[src/rtl/lsc_defines.svh]
// Constants for the serial segment panel controller: offsets, field positions, reset values
// and timing figures.
// Assumes it is included by bare name from every file that needs it.
`ifndef LSC_DEFINES_SVH
`define LSC_DEFINES_SVH

// ==========================================================================
// Clocks
`define LSC_CLK_HZ 50000000
`define LSC_OSC_HZ 32768

// ==========================================================================
// Bus register byte offsets
`define LSC_OFS_STATUS 4'h0
`define LSC_OFS_CTRL 4'h4

// ==========================================================================
// Control register fields and reset value
`define LSC_CTRL_LINK_EN 0
`define LSC_CTRL_WD_CLEAR 1
`define LSC_CTRL_RESET 1'b1

// ==========================================================================
// Status register fields
`define LSC_ST_OSC 0
`define LSC_ST_BIAS_ON 1
`define LSC_ST_BIAS_THIRD 2
`define LSC_ST_COM_LO 3
`define LSC_ST_COM_HI 4
`define LSC_ST_TONE_ON 5
`define LSC_ST_TONE_HIGH 6
`define LSC_ST_TB_EN 7
`define LSC_ST_WD_EN 8
`define LSC_ST_FLAG_EN 9
`define LSC_ST_FSEL_LO 10
`define LSC_ST_FSEL_HI 12
`define LSC_ST_WD_FLAG 13
`define LSC_ST_TEST 14

// ==========================================================================
// Serial framing
`define LSC_ID_BITS 4'd3
`define LSC_ADDR_BITS 4'd6
`define LSC_NIB_BITS 4'd4
`define LSC_CMD_BITS 4'd9

// ==========================================================================
// Power-on values of the configuration, and the time base bit selected at fsel 0
`define LSC_FSEL_RESET 3'h7
`define LSC_COM_RESET 2'h2
`define LSC_FSEL_MAX 4'he

`endif

[src/rtl/lsc_pkg.sv]
// Types shared by the serial segment panel controller files.
// Assumes nothing of its surroundings.
package lsc_pkg;

  // Serial interface states, Gray coded along ID, address, data.
  typedef enum logic [2:0] {
    LSC_ST_ID = 3'h0,
    LSC_ST_ADDR = 3'h1,
    LSC_ST_DATA = 3'h3,
    LSC_ST_CMD = 3'h2,
    LSC_ST_IDLE = 3'h6
  } lsc_state_t;

  // Transaction kinds selected by the mode identifier.
  typedef enum logic [2:0] {
    LSC_MODE_READ = 3'h6,
    LSC_MODE_WRITE = 3'h5,
    LSC_MODE_CMD = 3'h4
  } lsc_mode_t;

  // Configuration held by command mode.
  typedef struct packed {
    logic test_mode;
    logic flag_en;
    logic wd_en;
    logic tb_en;
    logic [2:0] fsel;
    logic tone_high;
    logic tone_on;
    logic [1:0] com_sel;
    logic bias_third;
    logic bias_on;
    logic osc_on;
  } lsc_cfg_t;

  // Serial pins after synchronisation.
  typedef struct packed {
    logic cs_n;
    logic wr_n;
    logic rd_n;
    logic data;
  } lsc_pins_t;

endpackage : lsc_pkg

[src/rtl/lsc_sync.sv]
// Two flip-flop synchroniser for a group of asynchronous inputs.
// Assumes the inputs are static for several clocks around each change.
`timescale 1ns/1ps
`default_nettype none

module lsc_sync #(
  parameter int WIDTH = 4,
  parameter logic [WIDTH-1:0] INIT = '1
) (
  // Clock and reset
  input wire logic clk_i,
  input wire logic rst_i,
  // Data
  input wire logic [WIDTH-1:0] d_i,
  output logic [WIDTH-1:0] q_o
);

  logic [WIDTH-1:0] meta;

  // =========================================================================
  // Synchroniser
  // The first stage feeds only the second stage.
  always_ff @(posedge clk_i) begin
    if (rst_i) begin
      meta <= INIT;
      q_o <= INIT;
    end else begin
      meta <= d_i;
      q_o <= meta;
    end
  end

endmodule : lsc_sync
`default_nettype wire

[src/rtl/lsc_ram.sv]
// Display memory of nibbles with one write port, one read port and a flat view of all bits.
// Assumes writes arrive as single-cycle strobes from the serial logic.
`timescale 1ns/1ps
`default_nettype none

module lsc_ram #(
  parameter int DEPTH = 32,
  parameter int WIDTH = 4,
  parameter int AW = 5
) (
  // Clock and reset
  input wire logic clk_i,
  input wire logic rst_i,
  // Write port
  input wire logic we_i,
  input wire logic [AW-1:0] waddr_i,
  input wire logic [WIDTH-1:0] wdata_i,
  // Read port
  input wire logic [AW-1:0] raddr_i,
  output logic [WIDTH-1:0] rdata_o,
  // Whole contents
  output logic [DEPTH*WIDTH-1:0] flat_o
);

  logic [WIDTH-1:0] mem [DEPTH];

  // =========================================================================
  // Storage, cleared at reset so the panel starts blank.
  always_ff @(posedge clk_i) begin
    if (rst_i) begin
      for (int i = 0; i < DEPTH; i++) begin
        mem[i] <= '0;
      end
    end else if (we_i) begin
      mem[waddr_i] <= wdata_i;
    end
  end

  // Read port and flat view of every stored bit.
  always_comb begin
    rdata_o = mem[raddr_i];
    for (int i = 0; i < DEPTH; i++) begin
      flat_o[i*WIDTH +: WIDTH] = mem[i];
    end
  end

endmodule : lsc_ram
`default_nettype wire

[src/rtl/lsc_ctrl.sv]
// Serial segment panel controller: serial link, display memory, time base, watchdog,
// tone outputs and a Wishbone register port.
// Assumes the serial pins are asynchronous to clk_i and much slower than it.
`timescale 1ns/1ps
`default_nettype none
`include "lsc_defines.svh"

module lsc_ctrl
  import lsc_pkg::*;
#(
  parameter int unsigned CLK_HZ = `LSC_CLK_HZ,
  parameter int unsigned OSC_HZ = `LSC_OSC_HZ,
  parameter int RAM_DEPTH = 32,
  parameter int RAM_WIDTH = 4
) (
  // Clock and reset
  input wire logic clk_i,
  input wire logic rst_i,
  // Wishbone slave
  input wire logic wb_cyc_i,
  input wire logic wb_stb_i,
  input wire logic wb_we_i,
  input wire logic [3:0] wb_adr_i,
  input wire logic [3:0] wb_sel_i,
  input wire logic [31:0] wb_dat_i,
  output logic [31:0] wb_dat_o,
  output logic wb_ack_o,
  // Serial link pins
  input wire logic cs_n_i,
  input wire logic wr_n_i,
  input wire logic rd_n_i,
  input wire logic data_i,
  output logic data_o,
  output logic data_oe_o,
  // Panel outputs
  output logic [RAM_DEPTH*RAM_WIDTH-1:0] segment_drive_o,
  output logic bias_on_o,
  output logic bias_third_o,
  output logic [1:0] com_sel_o,
  output logic panel_clk_o,
  // Tone and flag outputs
  output logic tone_out_o,
  output logic tone_out_n_o,
  output logic flag_n_o
);

  // Returns the watchdog limit in 128 Hz ticks: four periods of the time base.
  function automatic logic [9:0] lsc_wd_limit(input logic [2:0] fsel);
    lsc_wd_limit = 10'h200 >> fsel;
  endfunction : lsc_wd_limit

  lsc_pins_t pins;
  logic wr_prev;
  logic rd_prev;
  logic link_en;
  logic link_act;
  logic wr_rise;
  logic rd_fall;
  lsc_state_t state;
  lsc_mode_t mode;
  logic [3:0] bit_cnt;
  logic [7:0] shift;
  logic [5:0] addr;
  logic [2:0] wbuf;
  logic [1:0] rbit;
  logic ram_we;
  logic [5:0] ram_waddr;
  logic [3:0] ram_wdata;
  logic [3:0] ram_rdata;
  logic [RAM_DEPTH*RAM_WIDTH-1:0] ram_flat;
  logic cmd_stb;
  logic [7:0] cmd_code;
  lsc_cfg_t cfg;
  logic [26:0] osc_acc;
  logic [26:0] next_osc_acc;
  logic osc_tick;
  logic [14:0] tb_cnt;
  logic tick128;
  logic tb_level;
  logic [9:0] wd_cnt;
  logic wd_hit;
  logic wd_flag;
  logic wd_clear;
  logic bus_wd_clear;
  logic tone_level;
  logic [31:0] status_word;

  // =========================================================================
  // Pin synchronisers
  lsc_sync #(
    .WIDTH(4),
    .INIT(4'he)
  ) u_sync (
    .clk_i(clk_i),
    .rst_i(rst_i),
    .d_i({cs_n_i, wr_n_i, rd_n_i, data_i}),
    .q_o(pins)
  );

  // Strobe history for edge detection.
  always_ff @(posedge clk_i) begin
    if (rst_i) begin
      wr_prev <= 1'b1;
      rd_prev <= 1'b1;
    end else begin
      wr_prev <= pins.wr_n;
      rd_prev <= pins.rd_n;
    end
  end

  // Link is active only while selected and enabled by software.
  assign link_act = ~pins.cs_n & link_en;
  assign wr_rise = pins.wr_n & ~wr_prev;
  assign rd_fall = ~pins.rd_n & rd_prev;

  // =========================================================================
  // Serial interface state machine
  // Deselect returns everything to identifier reception; the host then starts anew.
  always_ff @(posedge clk_i) begin
    ram_we <= 1'b0;
    cmd_stb <= 1'b0;
    if (rst_i || !link_act) begin
      state <= LSC_ST_ID;
      mode <= LSC_MODE_CMD;
      bit_cnt <= 4'h0;
      shift <= 8'h00;
      addr <= 6'h00;
      wbuf <= 3'h0;
      rbit <= 2'h0;
      ram_waddr <= 6'h00;
      ram_wdata <= 4'h0;
      cmd_code <= 8'h00;
    end else if (wr_rise) begin
      bit_cnt <= bit_cnt + 4'h1;
      case (state)
        LSC_ST_ID: begin
          shift <= {shift[6:0], pins.data};
          if (bit_cnt == `LSC_ID_BITS - 4'h1) begin
            bit_cnt <= 4'h0;
            case ({shift[1:0], pins.data})
              LSC_MODE_READ: begin
                mode <= LSC_MODE_READ;
                state <= LSC_ST_ADDR;
              end
              LSC_MODE_WRITE: begin
                mode <= LSC_MODE_WRITE;
                state <= LSC_ST_ADDR;
              end
              LSC_MODE_CMD: begin
                mode <= LSC_MODE_CMD;
                state <= LSC_ST_CMD;
              end
              default: state <= LSC_ST_IDLE;
            endcase
          end
        end
        LSC_ST_ADDR: begin
          addr <= {addr[4:0], pins.data};
          if (bit_cnt == `LSC_ADDR_BITS - 4'h1) begin
            bit_cnt <= 4'h0;
            rbit <= 2'h0;
            state <= LSC_ST_DATA;
          end
        end
        LSC_ST_DATA: begin
          if (mode == LSC_MODE_WRITE) begin
            if (bit_cnt == `LSC_NIB_BITS - 4'h1) begin
              ram_we <= 1'b1;
              ram_waddr <= addr;
              ram_wdata <= {pins.data, wbuf};
              addr <= addr + 6'h01;
              bit_cnt <= 4'h0;
              rbit <= 2'h0;
            end else begin
              wbuf[bit_cnt[1:0]] <= pins.data;
            end
          end else begin
            bit_cnt <= bit_cnt;
          end
        end
        LSC_ST_CMD: begin
          shift <= {shift[6:0], pins.data};
          if (bit_cnt == `LSC_CMD_BITS - 4'h1) begin
            cmd_stb <= 1'b1;
            cmd_code <= shift;
            bit_cnt <= 4'h0;
          end
        end
        default: bit_cnt <= bit_cnt;
      endcase
    end else if (rd_fall && state == LSC_ST_DATA) begin
      rbit <= rbit + 2'h1;
      if (mode == LSC_MODE_READ && rbit == 2'h3) begin
        addr <= addr + 6'h01;
      end
    end
  end

  // Read data leaves on the falling read strobe; the host samples it after the rise.
  // The line is released once the synchronised write strobe is low, so in a
  // read-then-write access both sides drive the data line for up to three clocks after the strobe fall.
  always_ff @(posedge clk_i) begin
    if (rst_i || !link_act || state != LSC_ST_DATA) begin
      data_o <= 1'b0;
      data_oe_o <= 1'b0;
    end else if (rd_fall) begin
      data_o <= ram_rdata[rbit];
      data_oe_o <= 1'b1;
    end else if (!pins.wr_n) begin
      data_oe_o <= 1'b0;
    end
  end

  // =========================================================================
  // Display memory
  lsc_ram #(
    .DEPTH(RAM_DEPTH),
    .WIDTH(RAM_WIDTH),
    .AW(5)
  ) u_ram (
    .clk_i(clk_i),
    .rst_i(rst_i),
    .we_i(ram_we),
    .waddr_i(ram_waddr[4:0]),
    .wdata_i(ram_wdata),
    .raddr_i(addr[4:0]),
    .rdata_o(ram_rdata),
    .flat_o(ram_flat)
  );

  // =========================================================================
  // Command decoder
  // Each command touches only its own field, except 8'h00, which clears both osc_on and bias_on, 8'b0010_????, which sets bias_third
  // and, unless bits 3:2 are 2'h3, com_sel, and a flag_en clear or a watchdog clear (8'h0e, 8'h0f), which also clear wd_flag.
  always_ff @(posedge clk_i) begin
    if (rst_i) begin
      cfg <= '0;
      cfg.fsel <= `LSC_FSEL_RESET;
      cfg.com_sel <= `LSC_COM_RESET;
    end else if (cmd_stb) begin
      casez (cmd_code)
        8'b0000_0000: begin
          cfg.osc_on <= 1'b0;
          cfg.bias_on <= 1'b0;
        end
        8'b0000_0001: cfg.osc_on <= 1'b1;
        8'b0000_0010: cfg.bias_on <= 1'b0;
        8'b0000_0011: cfg.bias_on <= 1'b1;
        8'b0000_0100: cfg.tb_en <= 1'b0;
        8'b0000_0110: cfg.tb_en <= 1'b1;
        8'b0000_0101: cfg.wd_en <= 1'b0;
        8'b0000_0111: cfg.wd_en <= 1'b1;
        8'b0000_1000: cfg.tone_on <= 1'b0;
        8'b0000_1001: cfg.tone_on <= 1'b1;
        8'b0010_????: begin
          cfg.bias_third <= cmd_code[0];
          if (cmd_code[3:2] != 2'h3) begin
            cfg.com_sel <= cmd_code[3:2];
          end
        end
        8'b010?_????: cfg.tone_high <= 1'b1;
        8'b0110_????: cfg.tone_high <= 1'b0;
        8'b100?_????: cfg.flag_en <= cmd_code[3];
        8'b101?_0???: cfg.fsel <= cmd_code[2:0];
        8'b1110_0000: cfg.test_mode <= 1'b1;
        8'b1110_0011: cfg.test_mode <= 1'b0;
        default: cfg.test_mode <= cfg.test_mode;
      endcase
    end
  end

  // =========================================================================
  // Crystal tick from the fast clock by a fractional accumulator.
  assign next_osc_acc = osc_acc + 27'(OSC_HZ);

  always_ff @(posedge clk_i) begin
    if (rst_i) begin
      osc_acc <= '0;
      osc_tick <= 1'b0;
    end else if (next_osc_acc >= 27'(CLK_HZ)) begin
      osc_acc <= next_osc_acc - 27'(CLK_HZ);
      osc_tick <= cfg.osc_on;
    end else begin
      osc_acc <= next_osc_acc;
      osc_tick <= 1'b0;
    end
  end

  // Shared /256 prefix in the low bits, time base stages above it.
  assign tick128 = osc_tick && tb_cnt[7:0] == 8'hff;

  always_ff @(posedge clk_i) begin
    if (rst_i) begin
      tb_cnt <= '0;
    end else if (cmd_stb && cmd_code == 8'b0000_1101) begin
      tb_cnt <= {7'h00, tb_cnt[7:0]};
    end else if (osc_tick) begin
      tb_cnt <= tb_cnt + 15'h0001;
    end
  end

  assign tb_level = tb_cnt[4'(`LSC_FSEL_MAX - {1'b0, cfg.fsel})];

  // =========================================================================
  // Watchdog counting 128 Hz ticks up to four time base periods.
  assign wd_hit = tick128 && (wd_cnt + 10'h001 >= lsc_wd_limit(cfg.fsel));
  assign wd_clear = (cmd_stb && cmd_code[7:1] == 7'b0000_111) || bus_wd_clear;

  always_ff @(posedge clk_i) begin
    if (rst_i || wd_clear) begin
      wd_cnt <= '0;
    end else if (wd_hit) begin
      wd_cnt <= '0;
    end else if (tick128) begin
      wd_cnt <= wd_cnt + 10'h001;
    end
  end

  // Timeout flag sticks; a new timeout wins over a clear in the same cycle.
  always_ff @(posedge clk_i) begin
    if (rst_i) begin
      wd_flag <= 1'b0;
    end else if (wd_hit) begin
      wd_flag <= 1'b1;
    end else if (wd_clear || (cmd_stb && cmd_code[7:5] == 3'b100 && !cmd_code[3])) begin
      wd_flag <= 1'b0;
    end
  end

  // =========================================================================
  // Output pins: flag, tone pair and panel.
  assign tone_level = cfg.tone_high ? tb_cnt[2] : tb_cnt[3];

  always_ff @(posedge clk_i) begin
    if (rst_i) begin
      flag_n_o <= 1'b1;
      tone_out_o <= 1'b0;
      tone_out_n_o <= 1'b0;
      panel_clk_o <= 1'b0;
      segment_drive_o <= '0;
    end else begin
      flag_n_o <= ~(cfg.flag_en & ((cfg.tb_en & tb_level) | (cfg.wd_en & wd_flag)));
      tone_out_o <= cfg.tone_on & tone_level;
      tone_out_n_o <= cfg.tone_on & ~tone_level;
      panel_clk_o <= tb_cnt[6];
      segment_drive_o <= cfg.bias_on ? ram_flat : '0;
    end
  end

  assign bias_on_o = cfg.bias_on;
  assign bias_third_o = cfg.bias_third;
  assign com_sel_o = cfg.com_sel;

  // =========================================================================
  // Wishbone slave: status view and control register.
  always_comb begin
    status_word = 32'h0000_0000;
    status_word[`LSC_ST_OSC] = cfg.osc_on;
    status_word[`LSC_ST_BIAS_ON] = cfg.bias_on;
    status_word[`LSC_ST_BIAS_THIRD] = cfg.bias_third;
    status_word[`LSC_ST_COM_HI:`LSC_ST_COM_LO] = cfg.com_sel;
    status_word[`LSC_ST_TONE_ON] = cfg.tone_on;
    status_word[`LSC_ST_TONE_HIGH] = cfg.tone_high;
    status_word[`LSC_ST_TB_EN] = cfg.tb_en;
    status_word[`LSC_ST_WD_EN] = cfg.wd_en;
    status_word[`LSC_ST_FLAG_EN] = cfg.flag_en;
    status_word[`LSC_ST_FSEL_HI:`LSC_ST_FSEL_LO] = cfg.fsel;
    status_word[`LSC_ST_WD_FLAG] = wd_flag;
    status_word[`LSC_ST_TEST] = cfg.test_mode;
  end

  // Answer one cycle after the request; unmapped addresses read zero.
  always_ff @(posedge clk_i) begin
    bus_wd_clear <= 1'b0;
    if (rst_i) begin
      wb_ack_o <= 1'b0;
      wb_dat_o <= 32'h0000_0000;
      link_en <= `LSC_CTRL_RESET;
    end else begin
      wb_ack_o <= wb_cyc_i & wb_stb_i & ~wb_ack_o;
      if (wb_cyc_i && wb_stb_i && !wb_ack_o) begin
        wb_dat_o <= 32'h0000_0000;
        if (wb_adr_i == `LSC_OFS_STATUS && !wb_we_i) begin
          wb_dat_o <= status_word;
        end else if (wb_adr_i == `LSC_OFS_CTRL && !wb_we_i) begin
          wb_dat_o <= {31'h0000_0000, link_en};
        end else if (wb_adr_i == `LSC_OFS_CTRL && wb_sel_i[0]) begin
          link_en <= wb_dat_i[`LSC_CTRL_LINK_EN];
          bus_wd_clear <= wb_dat_i[`LSC_CTRL_WD_CLEAR];
        end
      end
    end
  end

endmodule : lsc_ctrl
`default_nettype wire

[config.mk]
export PLATFORM = sky130hd
export DESIGN_NAME = lsc_ctrl
export DESIGN_NICKNAME = d
export VERILOG_FILES = /design/src/rtl/lsc_pkg.sv /design/src/rtl/lsc_sync.sv /design/src/rtl/lsc_ram.sv /design/src/rtl/lsc_ctrl.sv
export VERILOG_INCLUDE_DIRS = /design/src /design/src/rtl
export SDC_FILE = /design/constraint.sdc
export NUM_CORES = 1
export LEC_CHECK = 0
export BUFFER_PORTS_ARGS = -buffer_cell sky130_fd_sc_hd__buf_4
export CORE_MARGIN = 2
export CORE_UTILIZATION = 58
export CTS_CLUSTER_DIAMETER = 80
export DETAILED_ROUTE_END_ITERATION = 8
export PLACE_DENSITY = 0.88
export SLEW_MARGIN = 15
export SYNTH_ARGS = -nofsm -noshare
export SYNTH_HDL_FRONTEND = slang
export SYNTH_SLANG_ARGS = --single-unit
[constraint.sdc]
create_clock -name clk_i -period 3.27 [get_ports clk_i]
set_clock_uncertainty 0.1 [all_clocks]
set_input_delay 0.1635 -clock clk_i [delete_from_list [all_inputs] [get_ports clk_i]]
set_output_delay 0.1635 -clock clk_i [all_outputs]
set_load 0.1 [all_outputs]
# Yosys cells after proc, flatten, opt, wreduce, memory -nomap -nowiden

Memory sizes are Yosys's and may differ from the RTL's. A register that Yosys moved wholly into a read port is not among the register bits.
Index checks and enable logic that the tools add are counted.

Equality and inequality tests: 43
Add/sub/neg operators: 8
Shift operators: 1
Reduce and logical (&&, ||, !) cells: 72
Bitwise gates (word level): 29
Magnitude comparators: 6
Mux-type cells: 57

Operators by type and width:

| cell                                                                    | count |
|---|---|
| 8-bit by 3-bit equality test with 1-bit output, second input constant   | 4 |
| 6-bit 2-to-1 mux                                                        | 5 |
| 27-bit by 16-bit adder with 27-bit output, second input constant        | 1 |
| 27-bit by 26-bit >= comparator with 1-bit output, second input constant | 1 |
| 27-bit 2-to-1 mux                                                       | 1 |
| 27-bit by 26-bit subtractor with 27-bit output, second input constant   | 1 |
| 8-bit by 4-bit equality test with 1-bit output, second input constant   | 3 |
| 8-bit equality test, second input constant                              | 3 |
| 4-bit 2-to-1 mux                                                        | 6 |
| 2-bit AND reduction                                                     | 12 |
| 2-bit nonzero test                                                      | 11 |
| 4-bit AND reduction                                                     | 5 |
| 3-bit equality test, second input constant                              | 6 |
| 1-bit NOT                                                               | 18 |
| 1-bit 2-to-1 mux                                                        | 17 |
| 8-bit by 2-bit equality test with 1-bit output, second input constant   | 2 |
| 4-bit one-hot mux with 4 select lines                                   | 1 |
| 15-bit by 1-bit adder with 15-bit output, second input constant         | 1 |
| 15-bit 2-to-1 mux                                                       | 1 |
| 5-bit 2-to-1 mux                                                        | 3 |
| 1-bit logical AND                                                       | 14 |
| 1-bit one-hot mux with 2 select lines                                   | 7 |
| 2-bit OR reduction                                                      | 7 |
| 4-bit by 2-bit equality test with 1-bit output, second input constant   | 3 |
| 45 further kinds                                                        | 83 |

Input bits: 49
Output and inout bits: 171
Logic and storage cells: 260
Flip-flop bits (word level): 167
Memories kept: 1
Memory bits (writable): 128

Memories:

| name      | depth | bits a word | rd ports | clocked after memory_dff | write ports | RTL line      | source |
|---|---|---|---|---|---|---|---|
| u_ram.mem | 32    | 4           | 33       | 33                       | 32          | lsc_ram.sv:25 | `logic [WIDTH-1:0] mem [DEPTH];` |

# Depth between registers and ports, before layout

Word-level depth: 7
Depth in mapped cells: 12
Depth with buffers taken out: 11

# Cells and area by module

From an unflattened synthesis, not the netlist that was laid out.

Cell total of the unflattened synthesis: 1501
Area total of the unflattened synthesis: 16549.6 um^2

By module, submodules not included:

| module   | times used | cells an instance | area an instance (um^2) | seq. area each (um^2) |
|---|---|---|---|---|
| lsc_ctrl | 1          | 1081              | 10198.5                 | 5225.0 |
| lsc_ram  | 1          | 404               | 6140.9                  | 3843.7 |
| lsc_sync | 1          | 16                | 210.2                   | 160.2 |

# Worst setup path before layout

OpenSTA, ideal clock, no wires.

Path kind: register to register
From: reg wd_cnt[0]
To: reg wd_cnt[0]
Arrival: 2.555 ns
Cell stages (with the launch flop): 13
Required time: 3.092 ns
Setup time: 0.078 ns
Clock period less this slack: 2.733 ns
Slack: 0.537 ns
Buffers on the path: 1
Cells stage by stage: dfxtp_1 ha_1 nand3_1 nor2_1 nand3_1 xnor2_1 ha_1 o21ai_0 nand2b_1 o311a_1 or3b_2 clkbuf_1 nor3_1

Cells in the longest elaborated chain, start to end: 4

RTL lines:

| element                                      | RTL line                         | source |
|---|---|---|
| start: declaration                           | lsc_ctrl.sv:80                   | `logic [9:0] wd_cnt;` |
| start signal: assignment                     | lsc_ctrl.sv:315                  | `wd_cnt <= wd_cnt + 10'h001;` |
| 10-bit by 1-bit adder with 10-bit output (*) | lsc_ctrl.sv:306, lsc_ctrl.sv:315 |  |
| 10-bit >= comparator                         | lsc_ctrl.sv:306                  | `assign wd_hit = tick128 && (wd_cnt + 10'h001 >= lsc_wd_limit(cfg.fsel));` |
| 1-bit logical AND                            | lsc_ctrl.sv:306                  |  |
| 2-bit OR reduction (no source line)          | -                                |  |

Mark *: on every way between the ends. The rest lies on a longest branch, timed or not.
A chain may end at the register's enable or synchronous reset.

# Worst setup path after layout

From: reg osc_acc[15]
To: reg osc_acc[10]

Cells in the longest elaborated chain, start to end: 3

RTL lines:

| element                                          | RTL line        | source |
|---|---|---|
| start: declaration                               | lsc_ctrl.sv:74  | `logic [26:0] osc_acc;` |
| start signal: assignment                         | lsc_ctrl.sv:281 | `osc_acc <= next_osc_acc - 27'(CLK_HZ);` |
| start signal: assignment                         | lsc_ctrl.sv:284 | `osc_acc <= next_osc_acc;` |
| 27-bit by 16-bit adder with 27-bit output        | lsc_ctrl.sv:274 | `assign next_osc_acc = osc_acc + 27'(OSC_HZ);` |
| 27-bit by 26-bit >= comparator with 1-bit output | lsc_ctrl.sv:280 | `end else if (next_osc_acc >= 27'(CLK_HZ)) begin` |
| 27-bit 2-to-1 mux                                | lsc_ctrl.sv:280 |  |

Every way passes these cells.

==> flow_summary.ini <==
[layout]
final_common_cell = dfxtp_1
diodes = 0
drive_gt1_share_pct = 19.4
fin_nets = 1767
final_cell_mix = 271 x dfxtp_1, 260 x and2_1, 190 x buf_4
area_delta_synth_final_pct = 17.3

[worst_setup_path]
slowest_stage = dfxtp_1
path_class = reg2reg
crit_buf_inv = 0
critPathRequiredTime_ns = 3.59
cp_max_fo = 15
crit_family = simple AND/OR/NAND/NOR gates
end_kind = register
critical_path.startpoint_type = register
crit_path_cell_trace = ha_1 > nand3_1 > nor3_1 > xor2_1 > nand4_4 > a2111oi_2 > mux2_1
max_stage_delay_ns = 0.45
worstPathArrival_ns = 3.31

[place]
portBuffers = 169
post-place-ws_ns = 0.230
hpwlAfterDp_mm = 25.2
gp_congestion = 0.875

[sta]
setup_slack_ns = 0.276
hold_viol_final = 0
max_freq_ghz = 0.334
tns_ns = 0
finalCritPeriodShare_pct = 91.6
slew_headroom_pct = 18.6
rsz0062_at_grt = no
worstMarginPinSlew_ns = 1.22
slew_violations = 0
setup_viol = 0
fin_crit_ns = 2.99

[global_routing]
antenna_found_initial = 0
grt_pass1_vias = 11800
grt_usage_pct = 24.7
grt_pass1_wl_mm = 60.6
grt_max_degree = 76
overflow = 0

[drt]
drtIter0Drc = 912
via_per_inst = 5.63
vias = 11900
dr.pass1.iters = 5
drt_wl_total_mm = 37.9
post_drt_wl_per_cell_um = 18.0
post-route-drc-count = 0
antenna_left = 0

[pwr]
combPwrFrac_pct = 2.9
switching_share_pct = 21.6
p_int_uw = 7950
ir_drop_mv = 0.391
p_seq_share_pct = 52.3
powerDensity_mw_per_mm2 = 514
clockPowerShare_pct = 44.8
power.leakage_uw = 0.00766
p_switching_uw = 2190

[floorplan]
num_rows = 62
die_width_um = 174
core_sq_mm = 0.0286
dieArea_sq_mm = 0.0303
ios = 220
initial_core_util_pct = 58.7
die_y_um = 174

[synth]
synthesis.area_sq_mm = 0.0168
synth_top_area_share_pct = 32.7
synth-seq-cells = 402
async_reset_ff_share_pct = 0
ys_types = 71
yosysSeqAreaShare_pct = 55.5
avgSynthCellArea_sq_um = 10.9
synth_edf_count = 128
ys_warn_count = 0
synth-main-ff-cell = dfxtp_1
synthTopCellsByArea = dfxtp_1 33%, edfxtp_1 23%, and2_1 9.7%
netlist_instances = 1543
yosys.area.top_type = dfxtp_1

[clock_tree]
clk_latency_ns = 0.55
post_cts_buffers = 0
clock-sinks = 402
clockBufferDepth = 3
cts_tree = yes
numCtsBuffers = 40
h-tree-depth = 2
clk_pin_slew_ns = 0.06
cts-root-buf = clkbuf_16

[outcome]
status = complete, no violations

[job]
drv_cap = 0

[worst_hold_path]
hold_class = in2reg
[what timing repair did]
item                                    4_1_cts  5_1_grt
endpoints found under the setup margin        0        2
hold buffers                                 10        0
resized for setup                             0        2
hold endpoints to repair                      7        0
[registers in the layout (all words and copies together), names as in the netlist, 2 cells and up, named ones only]
signal / count
mode: 2
wb_dat_o: 15
shift: 8
u_sync.q_o: 4
wd_cnt: 10
wbuf: 3
com_sel_o: 2
cfg: 10
cmd_code: 8
osc_acc: 20
ram_waddr: 5
bit_cnt: 4
u_ram.mem: 128
u_sync.meta: 4
state: 3
addr: 5
ram_wdata: 4
segment_drive_o: 128
tb_cnt: 15
rbit: 2
[layer usage]
metal | global-route usage, % | vias up | wire, um
li1 | - | 5582 | -
met1 | 30.7 | 5609 | 14800
met2 | 42.0 | 565 | 18500
met3 | 4.07 | 111 | 2910
met4 | 12.4 | 0 | 1710
met5 | 0 | - | 0
[layout make-up]
class | count | area (sq um)
sequential | 402 | 9330
clock buffer | 60 | 1190
clock inverter | 12 | 120
inverter | 17 | 63.8
tap | 384 | 480
fill | 1951 | 8920
timing repair buffer | 200 | 1530
multi-input combinational | 1031 | 6990
[synth_stat cells (13+ instances only)]
master,instances
nand3b_1,14
xor2_1,23
nor3_1,36
mux2i_1,47
dfxtp_1,274
and3_1,13
nor2b_1,20
clkbuf_1,75
nand3_1,35
a22oi_1,18
nor2_1,142
nand2_1,86
and2_1,260
buf_4,19
or2_2,14
edfxtp_1,128
mux4_2,37
o21ai_0,56
inv_1,17
xnor2_1,21
ha_1,26
a21oi_1,46
[metrics by stage]
stage | hold WS (ns) | total power [uW] | utilization (%) | instances | instance area (sq um)
global placement | 0.253 | 5670 | 63.8 | 2024 | 18300
detailed placement | 0.253 | 5690 | 63.8 | 2024 | 18300
finish | 0.0185 | 10100 | 68.8 | 2106 | 19700
floorplan | 0.167 | 5610 | - | 1559 | 16900
global route | 0.0557 | 10400 | 68.8 | 2106 | 19700
CTS | 0.0160 | 10200 | 68.8 | 2106 | 19700
[cells by family (layout without fill, tap and decap cells)]
| logic type | Yosys count | after routing | synth area share [%] |
|---|---|---|---|
| flip-flops | 402 | 402 | 55.5 |
| AND/OR/NAND/NOR | 686 | 686 | 22.3 |
| other | 1 | 17 | 0.0223 |
| adder cells (fa/ha/maj) | 26 | 26 | 1.94 |
| XOR/XNOR | 44 | 44 | 2.29 |
| buffers and inverters | 126 | 289 | 3.33 |
| AO/OA/AOI/OAI | 165 | 165 | 6.20 |
| multiplexers | 93 | 93 | 8.37 |
[worst register-to-register path, delay by kind of cell (launching register included)]
family	cells	cell delay, ns
AOI/OAI and AO/OA	1	0.39
xor gates and xnor gates	1	0.41
adders and majority gates	1	0.30
DFF	1	0.45
muxes	1	0.35
and+or+nand+nor	3	0.89
[final timing paths]
kind,startpoint,end,slack [ns],depth (start not counted)
worst max register to register,osc_acc[15]$_SDFF_PP0_,osc_acc[10]$_SDFFE_PP0P_,0.28,7
worst min register to register,u_sync.meta[3]$_SDFF_PP1_,u_sync.q_o[3]$_SDFF_PP1_,0.31,1
worst min-delay path,wb_cyc_i,wb_ack_o$_SDFF_PP0_,0.02,4
worst max-delay path,osc_acc[15]$_SDFF_PP0_,osc_acc[10]$_SDFFE_PP0P_,0.28,7
[power groups by stage]
stage	clock, uW	sequential, uW	combinational, uW
2_1_floorplan	0	5370	236
3_3_place_gp	0	5400	277
3_5_place_dp	0	5400	285
4_1_cts	4600	5300	295
5_1_grt	4810	5300	315
6_report	4540	5300	296
No activity file was read; power rests on OpenSTA's default activity.
